--- config.mk ---
export PLATFORM = sky130hd
export DESIGN_NAME = power_mode_controller
export DESIGN_NICKNAME = d
export VERILOG_FILES = /design/src/common/pmc_pkg.sv /design/src/design/wake_collector.sv /design/src/design/power_mode_controller.sv
export VERILOG_INCLUDE_DIRS = /design/src /design/src/common
export SDC_FILE = /design/constraint.sdc
export NUM_CORES = 1
export LEC_CHECK = 0
export ABC_CLOCK_PERIOD_IN_PS = 2200
export BUFFER_PORTS_ARGS = -buffer_cell sky130_fd_sc_hd__buf_2
export CORE_ASPECT_RATIO = 0.8
export CORE_MARGIN = 10
export CORE_UTILIZATION = 45
export DETAILED_ROUTE_END_ITERATION = 8
export PLACE_DENSITY = 0.76
export SLEW_MARGIN = 20
export SYNTH_ARGS = -nofsm -noshare
export SYNTH_HDL_FRONTEND = slang
export SYNTH_SLANG_ARGS = --single-unit
--- constraint.sdc ---
create_clock -name pclk -period 2.2 [get_ports pclk]
set_input_delay 0.44 -clock pclk [delete_from_list [all_inputs] [get_ports pclk]]
set_output_delay 0.44 -clock pclk [all_outputs]
set_load 0.05 [all_outputs]
--- src/common/pmc_defines.svh ---
`ifndef PMC_DEFINES_SVH
`define PMC_DEFINES_SVH

// register byte offsets
`define OFF_POWER_CTRL_FIRST 8'h00
`define OFF_POWER_CTRL_SECOND 8'h04
`define OFF_REGULATOR_CONTROL 8'h08
`define OFF_CLOCK_SELECT 8'h0C
`define OFF_PERIPH_ENABLE 8'h10
`define OFF_IRQ_STATUS 8'h14
`define OFF_IRQ_MASK 8'h18
`define OFF_MODE_STATUS 8'h1C

// field positions
`define BIT_CORE_HALT 0
`define BIT_POWER_DOWN 1
`define BIT_DEEP_SLEEP 0
`define BIT_LOW_BIAS_SLEEP 1
`define BIT_REG_OFF_SELECT 0
`define BIT_CLOCK_SOURCE 0
`define BIT_TIMER3 3
`define BIT_TIMER4 4
`define IRQ_SLEEP_WAKE 0
`define IRQ_IDLE_WAKE 1
`define IRQ_SLEEP_REFUSED 2
`define IRQ_RESET_EXIT 3

// encodings and reset values
`define CLK_SRC_FAST_OSC_A 1'b0
`define SLOW_CLOCKED_MASK 8'h18
`define RST_PERIPH_ENABLE 8'hFF
`define RST_IRQ_MASK 4'h0
`define RST_PWR_OUT '{core_clk_en: 1'b1, periph_clk_en: 8'hFF, fast_osc_a_en: 1'b1, fast_osc_b_en: 1'b0, \
   reg_low_bias: 1'b0, core_reg_en: 1'b1, power_nets_on: 1'b1, pin_hold: 1'b0}

`endif

--- src/common/pmc_pkg.sv ---
package pmc_pkg;

   // chip power modes
   typedef enum logic [2:0] {
      MODE_NORMAL,
      MODE_IDLE,
      MODE_SUSPEND,
      MODE_SNOOZE,
      MODE_STOP,
      MODE_SHUTDOWN
   } mode_t;

   // register selected by the bus address
   typedef enum logic [3:0] {
      SEL_NONE,
      SEL_POWER_CTRL_FIRST,
      SEL_POWER_CTRL_SECOND,
      SEL_REGULATOR_CONTROL,
      SEL_CLOCK_SELECT,
      SEL_PERIPH_ENABLE,
      SEL_IRQ_STATUS,
      SEL_IRQ_MASK,
      SEL_MODE_STATUS
   } reg_sel_t;

   // peripheral wake sources, synchronous levels except cmp0 (edge taken inside)
   typedef struct packed {
      logic usb_port_activity;
      logic timer4_event;
      logic serial_peripheral_port_activity;
      logic two_wire_slave_port_activity;
      logic port_match_event;
      logic comparator0_out;
   } wake_src_t;

   // power, clock and regulator controls toward the chip
   typedef struct packed {
      logic core_clk_en;
      logic [7:0] periph_clk_en;
      logic fast_osc_a_en;
      logic fast_osc_b_en;
      logic reg_low_bias;
      logic core_reg_en;
      logic power_nets_on;
      logic pin_hold;
   } pwr_out_t;

endpackage

--- src/design/wake_collector.sv ---
module wake_collector (
   // clock and reset
   input wire logic pclk,
   input wire logic presetn,
   // wake sources
   input pmc_pkg::wake_src_t wake_src,
   // merged wake request
   output logic sleep_wake
);
   import pmc_pkg::*;

   logic cmp_prev, next_cmp_prev;
   logic cmp_fall;

   // comparator history, so only a falling edge counts
   always_comb begin
      next_cmp_prev = wake_src.comparator0_out;
   end

   always_ff @(posedge pclk or negedge presetn) begin
      if (!presetn) begin
         cmp_prev <= 1'b0;
      end else begin
         cmp_prev <= next_cmp_prev;
      end
   end

   // any listed source ends a sleep mode
   assign cmp_fall = cmp_prev & ~wake_src.comparator0_out;
   assign sleep_wake = wake_src.usb_port_activity | wake_src.timer4_event
      | wake_src.serial_peripheral_port_activity | wake_src.two_wire_slave_port_activity
      | wake_src.port_match_event | cmp_fall;

endmodule // wake_collector

--- src/design/power_mode_controller.sv ---
`include "pmc_defines.svh"

module power_mode_controller (
   // clock and reset
   input wire logic pclk,
   input wire logic presetn,
   // apb slave
   input wire logic psel,
   input wire logic penable,
   input wire logic pwrite,
   input wire logic [7:0] paddr,
   input wire logic [31:0] pwdata,
   output logic [31:0] prdata,
   output logic pready,
   output logic pslverr,
   // wake and reset sources
   input pmc_pkg::wake_src_t wake_src,
   input wire logic any_interrupt,
   input wire logic reset_pin_low,
   input wire logic por_event,
   input wire logic other_reset_event,
   // power controls and state
   output pmc_pkg::pwr_out_t pwr_out,
   output pmc_pkg::mode_t mode,
   output logic irq
);
   import pmc_pkg::*;

   logic [1:0] power_ctrl_first, next_power_ctrl_first;
   logic [1:0] power_ctrl_second, next_power_ctrl_second;
   logic regulator_off_select, next_regulator_off_select;
   logic core_clock_source, next_core_clock_source;
   logic [7:0] periph_en, next_periph_en;
   logic [3:0] irq_status, next_irq_status;
   logic [3:0] irq_mask, next_irq_mask;
   logic [31:0] next_prdata;
   logic next_pslverr;
   mode_t next_mode;
   pwr_out_t next_pwr_out;
   reg_sel_t bus_sel;
   logic [31:0] read_word;
   logic [3:0] irq_set;
   logic sleep_wake;
   logic bus_write, bus_read_done, any_reset, pin_or_por;

   function automatic reg_sel_t decode(input logic [7:0] addr);
      case (addr)
         `OFF_POWER_CTRL_FIRST: decode = SEL_POWER_CTRL_FIRST;
         `OFF_POWER_CTRL_SECOND: decode = SEL_POWER_CTRL_SECOND;
         `OFF_REGULATOR_CONTROL: decode = SEL_REGULATOR_CONTROL;
         `OFF_CLOCK_SELECT: decode = SEL_CLOCK_SELECT;
         `OFF_PERIPH_ENABLE: decode = SEL_PERIPH_ENABLE;
         `OFF_IRQ_STATUS: decode = SEL_IRQ_STATUS;
         `OFF_IRQ_MASK: decode = SEL_IRQ_MASK;
         `OFF_MODE_STATUS: decode = SEL_MODE_STATUS;
         default: decode = SEL_NONE;
      endcase
   endfunction

   wake_collector u_wake (
      .pclk(pclk),
      .presetn(presetn),
      .wake_src(wake_src),
      .sleep_wake(sleep_wake)
   );

   // bus phases; zero wait states, so the access edge is the transfer edge
   assign bus_sel = decode(paddr);
   assign bus_write = psel & penable & pwrite;
   assign bus_read_done = psel & penable & ~pwrite;
   assign pready = 1'b1;
   assign any_reset = ~reset_pin_low | por_event | other_reset_event;
   assign pin_or_por = ~reset_pin_low | por_event;
   assign irq = |(irq_status & irq_mask);

   // read multiplexer, upper bits read as zero
   always_comb begin
      read_word = 32'h0000_0000;
      case (bus_sel)
         SEL_POWER_CTRL_FIRST: read_word[1:0] = power_ctrl_first;
         SEL_POWER_CTRL_SECOND: read_word[1:0] = power_ctrl_second;
         SEL_REGULATOR_CONTROL: read_word[`BIT_REG_OFF_SELECT] = regulator_off_select;
         SEL_CLOCK_SELECT: read_word[`BIT_CLOCK_SOURCE] = core_clock_source;
         SEL_PERIPH_ENABLE: read_word[7:0] = periph_en;
         SEL_IRQ_STATUS: read_word[3:0] = irq_status;
         SEL_IRQ_MASK: read_word[3:0] = irq_mask;
         SEL_MODE_STATUS: read_word[2:0] = mode;
         default: read_word = 32'h0000_0000;
      endcase
   end

   // registers and mode sequencing; hardware clears follow firmware writes
   always_comb begin
      next_power_ctrl_first = power_ctrl_first;
      next_power_ctrl_second = power_ctrl_second;
      next_regulator_off_select = regulator_off_select;
      next_core_clock_source = core_clock_source;
      next_periph_en = periph_en;
      next_irq_mask = irq_mask;
      next_irq_status = irq_status;
      next_prdata = prdata;
      next_pslverr = pslverr;
      next_mode = mode;
      irq_set = 4'h0;
      // read data captured in setup so the access edge sees a stable word
      if (psel & ~penable) begin
         next_prdata = read_word;
         next_pslverr = (bus_sel == SEL_NONE);
      end
      if (bus_write) begin
         case (bus_sel)
            SEL_POWER_CTRL_FIRST: next_power_ctrl_first = pwdata[1:0];
            SEL_POWER_CTRL_SECOND: next_power_ctrl_second = pwdata[1:0];
            SEL_REGULATOR_CONTROL: next_regulator_off_select = pwdata[`BIT_REG_OFF_SELECT];
            SEL_CLOCK_SELECT: next_core_clock_source = pwdata[`BIT_CLOCK_SOURCE];
            SEL_PERIPH_ENABLE: next_periph_en = pwdata[7:0];
            SEL_IRQ_MASK: next_irq_mask = pwdata[3:0];
            default: next_mode = mode;
         endcase
      end
      // read clears only the bits that were reported
      if (bus_read_done && bus_sel == SEL_IRQ_STATUS) begin
         next_irq_status = irq_status & ~prdata[3:0];
      end
      case (mode)
         MODE_NORMAL: begin
            if (power_ctrl_first[`BIT_POWER_DOWN]) begin
               // regulator-off select picks shutdown over stop
               next_mode = regulator_off_select ? MODE_SHUTDOWN : MODE_STOP;
            end else if (power_ctrl_second != 2'b00) begin
               if (core_clock_source == `CLK_SRC_FAST_OSC_A) begin
                  next_mode = power_ctrl_second[`BIT_DEEP_SLEEP] ? MODE_SUSPEND : MODE_SNOOZE;
               end else begin
                  // wrong clock source: refuse rather than stop a live clock
                  next_power_ctrl_second = 2'b00;
                  irq_set[`IRQ_SLEEP_REFUSED] = 1'b1;
               end
            end else if (power_ctrl_first[`BIT_CORE_HALT]) begin
               next_mode = MODE_IDLE;
            end
         end
         MODE_IDLE: begin
            if (any_interrupt) begin
               next_mode = MODE_NORMAL;
               next_power_ctrl_first[`BIT_CORE_HALT] = 1'b0;
               irq_set[`IRQ_IDLE_WAKE] = 1'b1;
            end
         end
         MODE_SUSPEND, MODE_SNOOZE: begin
            if (sleep_wake) begin
               next_mode = MODE_NORMAL;
               next_power_ctrl_second = 2'b00;
               irq_set[`IRQ_SLEEP_WAKE] = 1'b1;
            end
         end
         MODE_STOP: begin
            // interrupts are ignored here, only a reset source leaves
            if (any_reset) begin
               next_mode = MODE_NORMAL;
               next_power_ctrl_first = 2'b00;
               irq_set[`IRQ_RESET_EXIT] = 1'b1;
            end
         end
         MODE_SHUTDOWN: begin
            if (pin_or_por) begin
               next_mode = MODE_NORMAL;
               next_power_ctrl_first = 2'b00;
               irq_set[`IRQ_RESET_EXIT] = 1'b1;
            end
         end
         default: next_mode = MODE_NORMAL;
      endcase
      // set wins over a read clear in the same cycle
      next_irq_status = next_irq_status | irq_set;
   end

   always_ff @(posedge pclk or negedge presetn) begin
      if (!presetn) begin
         power_ctrl_first <= 2'b00;
         power_ctrl_second <= 2'b00;
         regulator_off_select <= 1'b0;
         core_clock_source <= `CLK_SRC_FAST_OSC_A;
         periph_en <= `RST_PERIPH_ENABLE;
         irq_status <= 4'h0;
         irq_mask <= `RST_IRQ_MASK;
         prdata <= 32'h0000_0000;
         pslverr <= 1'b0;
         mode <= MODE_NORMAL;
      end else begin
         power_ctrl_first <= next_power_ctrl_first;
         power_ctrl_second <= next_power_ctrl_second;
         regulator_off_select <= next_regulator_off_select;
         core_clock_source <= next_core_clock_source;
         periph_en <= next_periph_en;
         irq_status <= next_irq_status;
         irq_mask <= next_irq_mask;
         prdata <= next_prdata;
         pslverr <= next_pslverr;
         mode <= next_mode;
      end
   end

   // power controls follow the next mode so they line up with mode
   always_comb begin
      next_pwr_out = `RST_PWR_OUT;
      next_pwr_out.periph_clk_en = next_periph_en;
      next_pwr_out.fast_osc_b_en = (next_core_clock_source != `CLK_SRC_FAST_OSC_A);
      case (next_mode)
         MODE_IDLE: next_pwr_out.core_clk_en = 1'b0;
         MODE_SUSPEND, MODE_SNOOZE: begin
            next_pwr_out.core_clk_en = 1'b0;
            // only timers 3 and 4 keep a clock, fed from the slow oscillator
            next_pwr_out.periph_clk_en = next_periph_en & `SLOW_CLOCKED_MASK;
            next_pwr_out.fast_osc_a_en = 1'b0;
            next_pwr_out.fast_osc_b_en = 1'b0;
            next_pwr_out.reg_low_bias = (next_mode == MODE_SNOOZE);
         end
         MODE_STOP, MODE_SHUTDOWN: begin
            next_pwr_out.core_clk_en = 1'b0;
            next_pwr_out.periph_clk_en = 8'h00;
            next_pwr_out.fast_osc_a_en = 1'b0;
            next_pwr_out.fast_osc_b_en = 1'b0;
            next_pwr_out.power_nets_on = 1'b0;
            next_pwr_out.pin_hold = 1'b1;
            next_pwr_out.core_reg_en = (next_mode == MODE_STOP);
         end
         default: next_pwr_out.core_clk_en = 1'b1;
      endcase
   end

   always_ff @(posedge pclk or negedge presetn) begin
      if (!presetn) begin
         pwr_out <= `RST_PWR_OUT;
      end else begin
         pwr_out <= next_pwr_out;
      end
   end
endmodule // power_mode_controller

======== After elaboration in Yosys (flattened, before gate mapping) ========
Memories as Yosys holds them, arrays and structs flattened.
Index checks and enable logic that the tools add are counted.
word-level totals
  register bits ........................... 50
  bits in read-only memories .............. 128
  input bits .............................. 55
  output and inout bits ................... 53
  memories ................................ 1
memory list
  memory           depth  width  read ports  clocked after Yosys merged registers in  write ports  RTL line                     text
  (no name shown)  32     4      1           0                                        0            power_mode_controller.sv:47  case (addr)
operators by class
  equal/unequal tests ..................... 18
  mux-type cells .......................... 51
  bitwise operators ....................... 20
  reduce and logical (&&, ||, !) cells .... 12
operators with widths
  kind                  number
  $mux W3               9
  $mux W2               10
  $pmux W10 S2          1
  $mux W1               17
  $eq A4 B3 Y1 const B  4
  $mux W8               2
  $pmux W3 S5           1
  $eq A3 B2 Y1 const B  4
  $eq A3 B3 Y1 const B  4
  $mux W4               3
  $and A4 B4 Y4         2
  $eq A4 B2 Y1 const B  2
  $pmux W1 S8           1
  $or A1 B1 Y1          7
  $eq A3 B1 Y1 const B  2
  $logic_not A3 Y1      2
  $pmux W1 S3           2
  $pmux W1 S6           1
  $reduce_or A2 Y1      3
  $and A1 B1 Y1         5
  $reduce_or A5 Y1      1
  $eq A4 B1 Y1 const B  1
  $eq A4 B4 Y1 const B  1
  $logic_not A4 Y1      1
  other kinds (10)      15

======== Logic depth before layout (Yosys ltp) ========
  depth after elaboration ................. 10
  depth in mapped cells ................... 5
  mapped depth without buffers ............ 4

======== Cells and area by module ========
A second synthesis with hierarchy kept.
second synthesis, totals
  cell total of the unflattened synthesis .. 216
  area total of the unflattened synthesis .. 2503.7 um^2
by module, submodules not included
  module                 instances  cells an instance  area each (um^2)
  power_mode_controller  1          211                2453.6
  wake_collector         1          5                  50.0

======== Worst setup path before layout ========
OpenSTA, ideal clock, no wires.
  path kind ............................... register to register
  start point ............................. reg mode[1]
  end point ............................... reg pwr_out[2] (netlist name)
  data arrival time ....................... 1848 ps
  data required time ...................... 2091 ps
  setup slack ............................. 243 ps
  stages on the path, launching flop included .. 6
  path buffers ............................ 1
  clock period less this slack ............ 1957 ps
  cell sequence ........................... dfrtp_1 clkbuf_1 nor2b_1 or4b_4 o22ai_2 o21ai_0
RTL lines
  item                      RTL line                      text
  start: declaration        power_mode_controller.sv:24   output pmc_pkg::mode_t mode,
  start signal: assignment  power_mode_controller.sv:199  mode <= next_mode;
  end signal: assignment    power_mode_controller.sv:233  pwr_out <= `RST_PWR_OUT;
  end signal: assignment    power_mode_controller.sv:235  pwr_out <= next_pwr_out;
  end: declaration          power_mode_controller.sv:23   output pmc_pkg::pwr_out_t pwr_out,

==> impl_metrics.toml <==
[clock_tree]
postCtsHoldBufs = 0
clk_path_buf_depth = 2
clock-sinks = 50
cts_tree = "built"
cts_root_buf = "clkbuf_8"
cts_buffers = 5
post_cts_buffers = 0
clk_pin_slew_ns = 0.08
htreeDepth = 2
clk_latency_ns = 0.30
ctsResizeCount = 0

[critical_path]
critical_path_class = "in2reg"
path_delay_family = "simple AND/OR/NAND/NOR gates"
arrival_ns = 2.13
crit_start = "paddr[0]"
timing.rr.end = "pwr_out[4]"
end_kind = "flip-flop"
cp_cell_sequence = "buf_2 -> or4_4 -> nor4_1 -> buf_4 -> mux2_2 -> nor2b_1"
r2r_setup_slack_ns = 0.54
cpMaxStageDelayCell = "or4_4"
cp.depth = 6
worstReg2RegStart = "mode[2]"
crit_path_start_kind = "input pin"
ff2ff_path_depth = 4
crit_required_ns = 2.36
crit_path_end = "pwr_out[4]"
max_stage_delay_ns = 0.53
worst-path-buf-inv = 2
worstPathMaxFanout = 2

[timing]
tns_ns = 0
hold_ws_ns = 0.236
max_freq_mhz = 508
hold_violations = 0
worst_pin_slew_ns = 0.614
relSlewSlack = 0.590
layout_min_cycle_time_ns = 1.97
finalCritPeriodShare = 0.895
rsz0062_at_grt = "false"
setup-violations-final = 0
skew_ns = 0.00859
slew_viol_final = 0

[logic_synthesis]
synth_seq_cells = 50
synth_top_family_by_area = "simple AND/OR/NAND/NOR gates"
synth.distinct_cells = 48
synth_compound_area_frac = 0.120
yosysTopAreaCell = "dfrtp_1"
synthAdderAreaFrac = 0
synthTopCellsByArea = "dfrtp_1 30%, dfstp_2 21%, buf_4 7.5%"
synth_cells = 221
synth.top_cell.area_share = 0.299
synth.area.mux_share = 0.116
synth-edff-count = 0
yosysSeqAreaShare = 0.507
yosys.area_share.simple = 0.159
async_reset_ff_frac = 1.00
ys_warn_count = 0
synth_flop_cell = "dfrtp_1"
synthXorXnorAreaFrac = 0
avgSynthCellArea_um2 = 11.4
syn-cell-area_um2 = 2510

[drt]
vias_per_cell = 5.08
route.detailed.drc = 0
drt-total-wl_um = 5990
ant_nets = 0
wire_per_inst_um = 16.3
vias = 1864
firstDrtPassIters = 4
drtIter0Drc = 121

[layout]
diodes = 0
final_common_cell = "buf_2"
nFillCells = 488
layout-drive-gt1-share = 0.429
utilization = 0.546
layout_common_cells = "58 x buf_2, 30 x dfrtp_1, 25 x conb_1"
syn_to_final_growth_pct = 18.0
final_nets = 343

[global_route]
grt_pass1_vias = 1928
grt_pass1_wl_um = 9760
grt_max_degree = 51
antenna_found_initial = 0
grt_usage = 0.132
grt_overflow = 0

[placed_design]
place.gp.congestion = 0.882
dp_hpwl_um = 4620
port-buffer-count = 58

[run]
cap_violations = 0

[pwr]
ir_drop_mv = 0.373
leakage_nw = 1.44
power_density_nw_per_um2 = 645

[floorplan]
fp.dieH_um = 86.9
die_w_um = 104
fp.coreArea_um2 = 5440
rows = 24
start_util = 0.463
io_pins = 108
die-area_um2 = 9000

[worst_hold_path]
hold_path_class = "in2async"

[outcome]
status = "complete, no violations"
-- layer usage --
metal  wire length (um)  vias to the layer above  track usage
met5                  0                        -            0
met4                 13                        0       0.0217
met3                556                        2       0.0510
met2               2730                       74        0.202
met1               2690                      909        0.176
li1                   -                      879            -
-- worst reg2reg max path: cells and delay by family, from the launching register on --
| kind | cells | cell delay (ns) |
|---|---|---|
| compound gates | 2 | 0.68 |
| flops | 1 | 0.50 |
| simple gates | 2 | 0.35 |
-- worst min-delay path by stage --
stage                startpoint                   to  slack [ns]
floorplan               presetn    core_clock_source        0.14
global placement        pslverr              pslverr        0.46
detailed placement      pslverr              pslverr        0.48
CTS                     presetn  power_ctrl_first[1]        0.25
global route        wake_src[0]      u_wake.cmp_prev        0.26
finish                  presetn           pwr_out[3]        0.24
-- power by group --
group,leakage [nW],switching (mW),internal (mW)
registers,0.613,0.0260,0.956
logic,0.778,0.224,0.0736
clock network,0.0514,0.294,0.339
-- synthesized netlist by cell type (all sizes together) (2+ instances only) --
master / number
nor2: 13
dfstp: 20
dfrtp: 30
inv: 6
a22oi: 2
nand2: 13
nand4: 2
mux2i: 9
nand2b: 2
o21ai: 7
or3: 2
nor2b: 14
conb: 2
a21oi: 4
a22o: 9
o2111ai: 2
nand3: 2
or4: 2
o211ai: 3
nor4: 5
or3b: 2
buf: 27
mux2: 16
a31oi: 2
o21a: 2
and3: 2
clkbuf: 5
-- flip-flops by register name (all words and copies together), names as in the netlist, 2 cells and up --
register / count
power_ctrl_first: 2
power_ctrl_second: 2
periph_en: 8
irq_mask: 4
mode: 3
prdata: 8
pwr_out: 15
irq_status: 4
-- metrics by stage --
step                area (um^2)  setup slack, ns  power, mW  instances
finish                     2970            0.230       1.91        367
global route               2970            0.233       2.00        367
CTS                        2970            0.273       1.94        367
detailed placement         2860          -0.0359       1.29        359
global placement           2860          -0.0502       1.29        359
floorplan                  2600            0.243       1.24        244
-- cells by family after synthesis --
family	after synthesis
AOI/OAI and AO/OA	39
buffers and inverters	38
DFF	50
muxes	26
other	2
and+or+nand+nor	66
-- area by class of cell --
cell class              count  area (um^2)  area share
multi-input cells         156         1090       0.367
flip-flops and latches     50         1280       0.430
clock buffers               6         72.6      0.0245
clock inverters             2         37.5      0.0127
well taps                  78         97.6      0.0329
repair buffers             69          373       0.126
inverters                   6         22.5     0.00759
No activity file was read; power rests on OpenSTA's default activity.
